==> src/common/srx_pkg.sv <==
// Notes on behaviour
// - byte-count request block: length 5, wait, status loc, 2 unused, 4402, timeout, count, dest
// - string read uses command 4403; count word carries the terminator instead
// - the timeout word counts whole seconds
// - status word located by its memory type and an offset that is address minus one
// - characters land at the destination memory type and address of the request
// - first returned word holds the count of characters transferred
// - second returned word holds characters still buffered after the transfer
// - characters packed two per word from the third word, earlier one in low byte
// - odd count into word memory clears the high byte of the last word
// - every arriving character goes into the receive buffer while it has room, request or not
// - characters arriving while the buffer is full are dropped and overflow is flagged
// - string read takes characters up to the terminator and delivers them
// - a zero-count read returns only the buffered count, no data
// - string read waits for its terminator or timeout; port status records the cause
// - a zero timeout never expires; request waits for data or cancel
// - a failed read delivers nothing and leaves buffered data in place
// - byte-count read waits for enough characters or the timeout
// - the completion status word is written only when the request finishes
package srx_pkg;
    // apb register byte offsets
    localparam logic [7:0] OFF_CTRL = 8'h00;
    localparam logic [7:0] OFF_PSTAT = 8'h04;
    localparam logic [7:0] OFF_RXCNT = 8'h08;
    localparam logic [7:0] OFF_BLK = 8'h40;
    // request block word indices
    localparam int BLK_WORDS = 11;
    localparam int BLK_LEN = 0;
    localparam int BLK_WAIT = 1;
    localparam int BLK_STTYPE = 2;
    localparam int BLK_STOFF = 3;
    localparam int BLK_CMD = 6;
    localparam int BLK_TMO = 7;
    localparam int BLK_CNT = 8;
    localparam int BLK_DTYPE = 9;
    localparam int BLK_DADDR = 10;
    // request block values
    localparam logic [15:0] BLK_LEN_READ = 16'h0005;
    localparam logic [15:0] CMD_READ_BYTES = 16'h1132;
    localparam logic [15:0] CMD_READ_STRING = 16'h1133;
    localparam logic [15:0] TERM_MAX = 16'h00ff;
    localparam logic [15:0] MEM_TYPE_WORD = 16'h8000;
    // control and port status fields
    localparam int CTRL_GO = 0;
    localparam int CTRL_CANCEL = 1;
    localparam int CTRL_BUSY = 0;
    localparam int PSTAT_OVF = 0;
    localparam int PSTAT_CAUSE_LSB = 1;
    localparam logic [1:0] CAUSE_NONE = 2'h0;
    localparam logic [1:0] CAUSE_DATA = 2'h1;
    localparam logic [1:0] CAUSE_TIMEOUT = 2'h2;
    localparam logic [1:0] CAUSE_FAIL = 2'h3;
    // completion status word codes
    localparam logic [15:0] ST_OK = 16'h0001;
    localparam logic [15:0] ST_TIMEOUT = 16'h0002;
    localparam logic [15:0] ST_CANCELLED = 16'h0003;
    localparam logic [15:0] ST_BADREQ = 16'h0004;
    // buffer and timing
    localparam int RXBUF_DEPTH = 64;
    localparam int NS_PER_SECOND = 1000000000;
    localparam int CLK_PERIOD_NS = 5;
    localparam int TICKS_PER_SEC = NS_PER_SECOND / CLK_PERIOD_NS;
endpackage : srx_pkg

==> src/hw/srx_rxbuf.sv <==
`timescale 1ns/1ps
`default_nettype none
module srx_rxbuf #(
    parameter int DEPTH = srx_pkg::RXBUF_DEPTH,
    parameter int CW = $clog2(DEPTH + 1)
) (
    input wire logic clk,
    input wire logic rst_n,
    input wire logic push,
    input wire logic [7:0] push_data,
    input wire logic pop,
    input wire logic [CW-1:0] peek_idx,
    output logic [7:0] peek_data,
    output logic [7:0] head_data,
    output logic [CW-1:0] count,
    output logic dropped
);
    localparam int AW = (DEPTH > 1) ? $clog2(DEPTH) : 1;
    localparam logic [AW:0] DEPTH_W = (AW + 1)'(DEPTH);

    logic [7:0] mem [DEPTH];
    logic [AW-1:0] wr_reg, wr_next, rd_reg, rd_next;
    logic [CW-1:0] cnt_reg, cnt_next;
    logic do_push;
    logic [AW:0] peek_sum;

    // full buffer refuses the character
    assign do_push = push && (cnt_reg != CW'(DEPTH));
    assign dropped = push && (cnt_reg == CW'(DEPTH));
    assign count = cnt_reg;
    assign head_data = mem[rd_reg];

    // peek an entry relative to the head, wrapping round
    always_comb
    begin
        peek_sum = (AW + 1)'(rd_reg) + (AW + 1)'(peek_idx);
        if (peek_sum >= DEPTH_W)
        begin
            peek_sum = peek_sum - DEPTH_W;
        end
        peek_data = mem[peek_sum[AW-1:0]];
    end

    // pointer and count update
    always_comb
    begin
        wr_next = wr_reg;
        rd_next = rd_reg;
        cnt_next = cnt_reg;
        if (do_push)
        begin
            wr_next = (wr_reg == AW'(DEPTH - 1)) ? '0 : wr_reg + 1'b1;
        end
        if (pop)
        begin
            rd_next = (rd_reg == AW'(DEPTH - 1)) ? '0 : rd_reg + 1'b1;
        end
        if (do_push && !pop)
        begin
            cnt_next = cnt_reg + 1'b1;
        end
        else if (!do_push && pop)
        begin
            cnt_next = cnt_reg - 1'b1;
        end
    end

    always_ff @(posedge clk or negedge rst_n)
    begin
        if (!rst_n)
        begin
            wr_reg <= '0;
            rd_reg <= '0;
            cnt_reg <= '0;
        end
        else
        begin
            wr_reg <= wr_next;
            rd_reg <= rd_next;
            cnt_reg <= cnt_next;
        end
    end

    // storage, no reset needed
    always_ff @(posedge clk)
    begin
        if (do_push)
        begin
            mem[wr_reg] <= push_data;
        end
    end
endmodule : srx_rxbuf
`default_nettype wire

==> src/hw/srx_serial_rx.sv <==
// The APB register port and the placing of the registers were decided locally.
`timescale 1ns/1ps
`default_nettype none
module srx_serial_rx #(
    parameter int DEPTH = srx_pkg::RXBUF_DEPTH,
    parameter int TICKS_PER_SECOND = srx_pkg::TICKS_PER_SEC
) (
    input wire logic SYS_CLK,
    input wire logic RESETN,
    input wire logic PSEL,
    input wire logic PENABLE,
    input wire logic PWRITE,
    input wire logic [7:0] PADDR,
    input wire logic [31:0] PWDATA,
    output logic [31:0] PRDATA,
    output logic PREADY,
    output logic PSLVERR,
    input wire logic RX_VALID,
    input wire logic [7:0] RX_DATA,
    output logic MEM_WE,
    output logic [15:0] MEM_TYPE,
    output logic [15:0] MEM_ADDR,
    output logic [15:0] MEM_DATA,
    output logic [1:0] MEM_BE
);
    localparam int CW = $clog2(DEPTH + 1);

    typedef enum logic [2:0] {
        S_IDLE, S_CHECK, S_WAIT, S_XFER, S_CNT, S_REM, S_STAT
    } srx_state_t;

    srx_state_t state_reg, state_next;
    logic [15:0] blk_reg [srx_pkg::BLK_WORDS];
    logic [15:0] blk_next [srx_pkg::BLK_WORDS];
    logic ovf_reg, ovf_next;
    logic [1:0] cause_reg, cause_next;
    logic [31:0] prdata_reg, prdata_next;
    logic err_reg, err_next;
    logic [15:0] len_reg, len_next, done_reg, done_next;
    logic [7:0] lo_reg, lo_next;
    logic odd_reg, odd_next;
    logic [CW-1:0] scan_reg, scan_next;
    logic [31:0] tick_reg, tick_next;
    logic [15:0] sec_reg, sec_next;
    logic [15:0] code_reg, code_next;
    logic we_reg, we_next;
    logic [15:0] mtype_reg, mtype_next, maddr_reg, maddr_next, mdata_reg, mdata_next;
    logic [1:0] be_reg, be_next;

    logic buf_pop, buf_drop;
    logic [7:0] peek_data, head_data;
    logic [CW-1:0] buf_count;
    logic setup, wr_acc, busy, in_blk, mapped, go, cancel;
    logic [7:0] blk_off;
    logic [3:0] blk_idx;
    logic word_dest;

    srx_rxbuf #(
        .DEPTH(DEPTH),
        .CW(CW)
    ) u_rxbuf (
        .clk(SYS_CLK),
        .rst_n(RESETN),
        .push(RX_VALID),
        .push_data(RX_DATA),
        .pop(buf_pop),
        .peek_idx(scan_reg),
        .peek_data(peek_data),
        .head_data(head_data),
        .count(buf_count),
        .dropped(buf_drop)
    );

    // apb decode
    assign setup = PSEL && !PENABLE;
    assign wr_acc = PSEL && PENABLE && PWRITE;
    assign busy = (state_reg != S_IDLE);
    assign blk_off = PADDR - srx_pkg::OFF_BLK;
    assign blk_idx = blk_off[5:2];
    assign in_blk = (PADDR >= srx_pkg::OFF_BLK) && (PADDR[1:0] == 2'h0)
        && (blk_off[7:2] < 6'(srx_pkg::BLK_WORDS));
    assign mapped = in_blk || (PADDR == srx_pkg::OFF_CTRL) || (PADDR == srx_pkg::OFF_PSTAT)
        || (PADDR == srx_pkg::OFF_RXCNT);
    assign go = wr_acc && (PADDR == srx_pkg::OFF_CTRL) && PWDATA[srx_pkg::CTRL_GO]
        && !busy;
    assign cancel = wr_acc && (PADDR == srx_pkg::OFF_CTRL) && PWDATA[srx_pkg::CTRL_CANCEL];
    assign word_dest = (blk_reg[srx_pkg::BLK_DTYPE] == srx_pkg::MEM_TYPE_WORD);

    // register file, read data and overflow flag
    always_comb
    begin
        blk_next = blk_reg;
        prdata_next = prdata_reg;
        err_next = err_reg;
        // overflow set wins over software clear
        ovf_next = buf_drop || (ovf_reg && !(wr_acc && (PADDR == srx_pkg::OFF_PSTAT)
            && PWDATA[srx_pkg::PSTAT_OVF]));
        if (setup)
        begin
            err_next = !mapped || (PWRITE && in_blk && busy);
            prdata_next = '0;
            if (!PWRITE)
            begin
                if (in_blk)
                begin
                    prdata_next = {16'h0000, blk_reg[blk_idx]};
                end
                else if (PADDR == srx_pkg::OFF_CTRL)
                begin
                    prdata_next[srx_pkg::CTRL_BUSY] = busy;
                end
                else if (PADDR == srx_pkg::OFF_PSTAT)
                begin
                    prdata_next[srx_pkg::PSTAT_OVF] = ovf_reg;
                    prdata_next[srx_pkg::PSTAT_CAUSE_LSB +: 2] = cause_reg;
                end
                else if (PADDR == srx_pkg::OFF_RXCNT)
                begin
                    prdata_next = 32'(buf_count);
                end
            end
        end
        // block words are frozen while a request runs
        if (wr_acc && in_blk && !busy)
        begin
            blk_next[blk_idx] = PWDATA[15:0];
        end
    end

    always_ff @(posedge SYS_CLK or negedge RESETN)
    begin
        if (!RESETN)
        begin
            for (int i = 0; i < srx_pkg::BLK_WORDS; i++)
            begin
                blk_reg[i] <= 16'h0000;
            end
            prdata_reg <= 32'h0000_0000;
            err_reg <= 1'b0;
            ovf_reg <= 1'b0;
        end
        else
        begin
            blk_reg <= blk_next;
            prdata_reg <= prdata_next;
            err_reg <= err_next;
            ovf_reg <= ovf_next;
        end
    end

    // request sequencer
    always_comb
    begin
        state_next = state_reg;
        cause_next = cause_reg;
        len_next = len_reg;
        done_next = done_reg;
        lo_next = lo_reg;
        odd_next = odd_reg;
        scan_next = scan_reg;
        tick_next = tick_reg;
        sec_next = sec_reg;
        code_next = code_reg;
        we_next = 1'b0;
        mtype_next = mtype_reg;
        maddr_next = maddr_reg;
        mdata_next = mdata_reg;
        be_next = be_reg;
        buf_pop = 1'b0;
        unique case (state_reg)
            S_IDLE:
            begin
                if (go)
                begin
                    tick_next = '0;
                    sec_next = '0;
                    done_next = '0;
                    odd_next = 1'b0;
                    scan_next = '0;
                    state_next = S_CHECK;
                end
            end
            S_CHECK:
            begin
                if (blk_reg[srx_pkg::BLK_LEN] != srx_pkg::BLK_LEN_READ
                    || (blk_reg[srx_pkg::BLK_CMD] != srx_pkg::CMD_READ_BYTES
                    && blk_reg[srx_pkg::BLK_CMD] != srx_pkg::CMD_READ_STRING)
                    || (blk_reg[srx_pkg::BLK_CMD] == srx_pkg::CMD_READ_STRING
                    && blk_reg[srx_pkg::BLK_CNT] > srx_pkg::TERM_MAX))
                begin
                    code_next = srx_pkg::ST_BADREQ;
                    cause_next = srx_pkg::CAUSE_FAIL;
                    state_next = S_STAT;
                end
                else if (blk_reg[srx_pkg::BLK_CMD] == srx_pkg::CMD_READ_BYTES
                    && blk_reg[srx_pkg::BLK_CNT] == 16'h0000)
                begin
                    len_next = '0;
                    state_next = S_CNT;
                end
                else
                begin
                    state_next = S_WAIT;
                end
            end
            S_WAIT:
            begin
                // one-second enable from the divider
                if (tick_reg == 32'(TICKS_PER_SECOND - 1))
                begin
                    tick_next = '0;
                    sec_next = sec_reg + 1'b1;
                end
                else
                begin
                    tick_next = tick_reg + 1'b1;
                end
                if (cancel)
                begin
                    code_next = srx_pkg::ST_CANCELLED;
                    cause_next = srx_pkg::CAUSE_FAIL;
                    state_next = S_STAT;
                end
                else if (blk_reg[srx_pkg::BLK_TMO] != 16'h0000
                    && sec_reg >= blk_reg[srx_pkg::BLK_TMO])
                begin
                    code_next = srx_pkg::ST_TIMEOUT;
                    cause_next = srx_pkg::CAUSE_TIMEOUT;
                    state_next = S_STAT;
                end
                else if (blk_reg[srx_pkg::BLK_CMD] == srx_pkg::CMD_READ_BYTES)
                begin
                    if (32'(buf_count) >= 32'(blk_reg[srx_pkg::BLK_CNT]))
                    begin
                        len_next = blk_reg[srx_pkg::BLK_CNT];
                        state_next = S_XFER;
                    end
                end
                else if (scan_reg < buf_count)
                begin
                    // scan one buffered character per cycle for the terminator
                    if (peek_data == blk_reg[srx_pkg::BLK_CNT][7:0])
                    begin
                        len_next = 16'(scan_reg) + 16'h0001;
                        state_next = S_XFER;
                    end
                    else
                    begin
                        scan_next = scan_reg + 1'b1;
                    end
                end
            end
            S_XFER:
            begin
                mtype_next = blk_reg[srx_pkg::BLK_DTYPE];
                maddr_next = blk_reg[srx_pkg::BLK_DADDR] + 16'h0002 + {1'b0, done_reg[15:1]};
                if (done_reg == len_reg)
                begin
                    if (odd_reg)
                    begin
                        we_next = 1'b1;
                        mdata_next = {8'h00, lo_reg};
                        be_next = word_dest ? 2'b11 : 2'b01;
                        odd_next = 1'b0;
                    end
                    state_next = S_CNT;
                end
                else
                begin
                    buf_pop = 1'b1;
                    done_next = done_reg + 1'b1;
                    if (!odd_reg)
                    begin
                        lo_next = head_data;
                        odd_next = 1'b1;
                    end
                    else
                    begin
                        we_next = 1'b1;
                        mdata_next = {head_data, lo_reg};
                        be_next = 2'b11;
                        odd_next = 1'b0;
                    end
                end
            end
            S_CNT:
            begin
                we_next = 1'b1;
                mtype_next = blk_reg[srx_pkg::BLK_DTYPE];
                maddr_next = blk_reg[srx_pkg::BLK_DADDR];
                mdata_next = done_reg;
                be_next = 2'b11;
                code_next = srx_pkg::ST_OK;
                cause_next = srx_pkg::CAUSE_DATA;
                state_next = S_REM;
            end
            S_REM:
            begin
                we_next = 1'b1;
                maddr_next = blk_reg[srx_pkg::BLK_DADDR] + 16'h0001;
                mdata_next = 16'(buf_count);
                be_next = 2'b11;
                state_next = S_STAT;
            end
            S_STAT:
            begin
                we_next = 1'b1;
                mtype_next = blk_reg[srx_pkg::BLK_STTYPE];
                maddr_next = blk_reg[srx_pkg::BLK_STOFF] + 16'h0001;
                mdata_next = code_reg;
                be_next = 2'b11;
                state_next = S_IDLE;
            end
        endcase
    end

    always_ff @(posedge SYS_CLK or negedge RESETN)
    begin
        if (!RESETN)
        begin
            state_reg <= S_IDLE;
            cause_reg <= srx_pkg::CAUSE_NONE;
            len_reg <= 16'h0000;
            done_reg <= 16'h0000;
            lo_reg <= 8'h00;
            odd_reg <= 1'b0;
            scan_reg <= '0;
            tick_reg <= 32'h0000_0000;
            sec_reg <= 16'h0000;
            code_reg <= 16'h0000;
            we_reg <= 1'b0;
            mtype_reg <= 16'h0000;
            maddr_reg <= 16'h0000;
            mdata_reg <= 16'h0000;
            be_reg <= 2'b00;
        end
        else
        begin
            state_reg <= state_next;
            cause_reg <= cause_next;
            len_reg <= len_next;
            done_reg <= done_next;
            lo_reg <= lo_next;
            odd_reg <= odd_next;
            scan_reg <= scan_next;
            tick_reg <= tick_next;
            sec_reg <= sec_next;
            code_reg <= code_next;
            we_reg <= we_next;
            mtype_reg <= mtype_next;
            maddr_reg <= maddr_next;
            mdata_reg <= mdata_next;
            be_reg <= be_next;
        end
    end

    // outputs
    assign PREADY = 1'b1;
    assign PRDATA = prdata_reg;
    assign PSLVERR = err_reg && PSEL && PENABLE;
    assign MEM_WE = we_reg;
    assign MEM_TYPE = mtype_reg;
    assign MEM_ADDR = maddr_reg;
    assign MEM_DATA = mdata_reg;
    assign MEM_BE = be_reg;
endmodule : srx_serial_rx
`default_nettype wire

==> config.mk <==
export PLATFORM = sky130hd
export DESIGN_NAME = srx_serial_rx
export DESIGN_NICKNAME = d
export VERILOG_FILES = /design/src/common/srx_pkg.sv /design/src/hw/srx_rxbuf.sv /design/src/hw/srx_serial_rx.sv
export SDC_FILE = /design/constraint.sdc
export NUM_CORES = 2
export LEC_CHECK = 0
export BUFFER_PORTS_ARGS = -buffer_cell sky130_fd_sc_hd__buf_2
export CORE_MARGIN = 2
export CORE_UTILIZATION = 52
export CTS_CLUSTER_SIZE = 12
export DETAILED_ROUTE_END_ITERATION = 16
export PLACE_DENSITY = 0.79
export SYNTH_ARGS = -nofsm -noshare
export SYNTH_HDL_FRONTEND = slang
export SYNTH_SLANG_ARGS = --single-unit
==> constraint.sdc <==
create_clock -name SYS_CLK -period 4.82 [get_ports SYS_CLK]
set_input_delay 0.241 -clock SYS_CLK [delete_from_list [all_inputs] [get_ports SYS_CLK]]
set_output_delay 0.241 -clock SYS_CLK [all_outputs]
set_load 0.02 [all_outputs]
==> results.txt <==
Worst setup SP type - register
Hold Startpoint - PWRITE
Count leader, synth - edfxtp_1
Synth Area in Compound Gates - 0.07064
Crit path max-delay cell type - fa_4
Number of synthesized flops with an enable pin - 512
Layout cells sized above 1 - 0.2674
Fmax - 215.7 MHz
Max-cap viol count - 0
Worst path required time - 5.37 ns
Primary FF master, synth - edfxtp_1
Drt drc - 0
Avg Vias per Cell - 6.727
VDD IR max - 0.7418 mV
Synth area leaders - edfxtp_1, dfrtp_1, mux4_2
First-pass GRT wire length - 186.9 mm
Critical path type - register to register
Longest Clk Path Bufs - 3
Die X - 296.9 um
Syn Inst Count - 3,104
Antenna violations before repair - 2
Critical Path AT - 5.18 ns
Minimum clock period - 4.636 ns
Dpl hpwl - 79.53 mm
CP max stage delay - 0.81 ns
Cell family with most CP delay - multiplexers
Max Slew Vio Count - 0
Largest net degree at the start of global routing - 115
GRT overflow - 0
CTS tree - done
RSZ-0062 raised after global routing - false
Worst-Skew Late Latency - 0.67 ns
Asr flop ratio synth - 0.4182
CP most frequent cell - mux4_2
Initial Util - 0.5240
CTS Root Cell - clkbuf_16
CP endpoint kind - register
# Post-CTS Setup Buffers - 0
Routability cong. - 0.8916
Per-cell routed wire length - 27.79 um
Clock Sinks - 880
CTS H-tree lvls - 3
Post-synth top area share - 0.3446
Setup TNS - 0 ns
Final worst path period share - 0.9618
Vias in the first global route - 29.93k
TritonRoute pass-1 iters - 5
Synth warn - 0
# IOs - 139
Final wirelength - 122.1 mm
# rows - 107
Status - finished clean
Crit path from - scan_reg[0]
Max reg flops - 512
Total GRT Usage - 0.2774
Layout Utilization - 0.5801
Via count - 29.57k
Leak pwr - 18.83 nW
Total CTS buffers - 91
Hold Vio Cnt, Final - 0
Largest fanout on the critical path - 25
I/O Buffers - 105
Fraction of the mapped netlist area in simple logic gates - 0.06882
Synthesized area per cell - 14.37 sq um
Post-route ant nets - 0
Post-synthesis mux area share - 0.2383
Synthesized area - 0.04462 sq mm
CP Cell Sequence - ha_4 -> inv_1 -> fa_4 -> buf_12 -> buf_4 -> mux4_2 -> mux4_2 -> mux2i_2 -> xnor2_1 -> nor3_1 -> a21o_2 -> a21oi_2 -> nor2_2 -> mux2_2
Slew HR - 0.05643
Post-synthesis sequential area ratio - 0.5510
Pwr Density - 624.1 mW/mm^2
Clk_skew - 0.05043 ns
Reg2reg start - scan_reg[0]
Area of the multi-input gates - 0.01892 sq mm
Die height - 296.9 um
Core area - 0.08515 sq mm
Final setup violation count - 0
Reg area - 0.02460 sq mm
Fillers - 6,372
Initial DRC Count - 3,741
Crit path buf inv count - 3
Largest family of logic cells by synthesized area - multiplexers
Synth area leader - edfxtp_1
Final #Nets - 3,324
Post-synthesis xor/xnor area fraction - 0.02042
Worst min-delay path class - primary input to register
Yosys reg bits - 880
Reg clk slew, reported paths - 0.07 ns
Worst-margin pin slew - 1.410 ns
Synth top cells by count - edfxtp_1, dfrtp_1, mux4_2
Library cells used by synthesis - 83
P&R area growth vs syn - 10.71%
Synth Area in Adders - 0.02266
Die area - 0.08816 sq mm
[report_power, final]
| part | internal [mW] | total, mW | switching [mW] |
|---|---|---|---|
| Sequential | 8.53 | 9.10 | 0.570 |
| Combinational | 6.74 | 14.9 | 8.19 |
| Clock | 3.81 | 6.80 | 2.99 |
| Total | 19.1 | 30.8 | 11.7 |
[through the flow]
step / cell area [sq um] / hold WS (ns) / power [mW] / setup slack [ns] / instances
2_1_floorplan: 44670 / -0.05459 / 19.38 / 0.2422 / 3119
3_3_place_gp: 46400 / 0.3981 / 23.48 / 0.2543 / 4225
3_5_place_dp: 46400 / 0.4038 / 23.75 / 0.1798 / 4225
4_1_cts: 49370 / 0.01083 / 30.59 / 0.1223 / 4394
5_1_grt: 49390 / 0.04615 / 31.97 / 0.03871 / 4395
6_report: 49390 / 0.05816 / 30.83 / 0.1840 / 4396
[worst paths after layout]
| kind | depth (start not counted) | to | slack [ns] |
|---|---|---|---|
| worst min register to register | 2 | MEM_TYPE[6] | 0.48 |
| min in group asynchronous | 2 | done_reg[14] | 0.27 |
| max in group asynchronous | 3 | blk_reg[130] | 3.32 |
| worst min-delay path | 3 | err_reg | 0.06 |
| worst max register to register | 14 | scan_reg[0] | 0.18 |
| worst max-delay path | 14 | scan_reg[0] | 0.18 |
[cells by family after synthesis]
family / Yosys count
AOI/OAI and AO/OA: 486
adders and majority gates: 79
xor gates and xnor gates: 104
and+or+nand+nor: 659
other: 2
buffers and inverters: 283
muxes: 611
DFF: 880
[layout make-up]
cell class | count | area share
inverters | 63 | 0.004787
flip-flops and latches | 880 | 0.4979
well taps | 1144 | 0.02898
multi-input cells | 1956 | 0.3831
clock buffers | 122 | 0.05010
clock inverters | 30 | 0.006687
repair buffers | 199 | 0.02832
diodes | 2 | 0.0001013
[what timing repair did]
action	CTS	global route
endpoints found under the hold margin	129	0
hold buffers	17	0
resized for setup	0	5
endpoints found under the setup margin	0	23
[routing by layer]
layer / routed length, um / track usage
met3: 13090 / 0.06532
met4: 6918 / 0.1443
met5: 0 / 0
met2: 58600 / 0.4449
met1: 43540 / 0.3542
[worst min-delay path, cell delays in order]
cell	delay, ns
buf_2	0.16
a31oi_1	0.12
o21ai_0	0.15
[placed cells by master, fill, tap and decap left out, types with 69 or more instances in the layout]
cell and n:
a21oi_1 95, buf_2 103, buf_4 69, clkbuf_16 92
dfrtp_1 362, edfxtp_1 512, ha_1 75, mux2_2 180
mux2i_1 87, mux4_2 343, nand2_1 197, nor2_1 214
o21ai_0 156
Note: power is estimated with default switching activity, not from simulation.
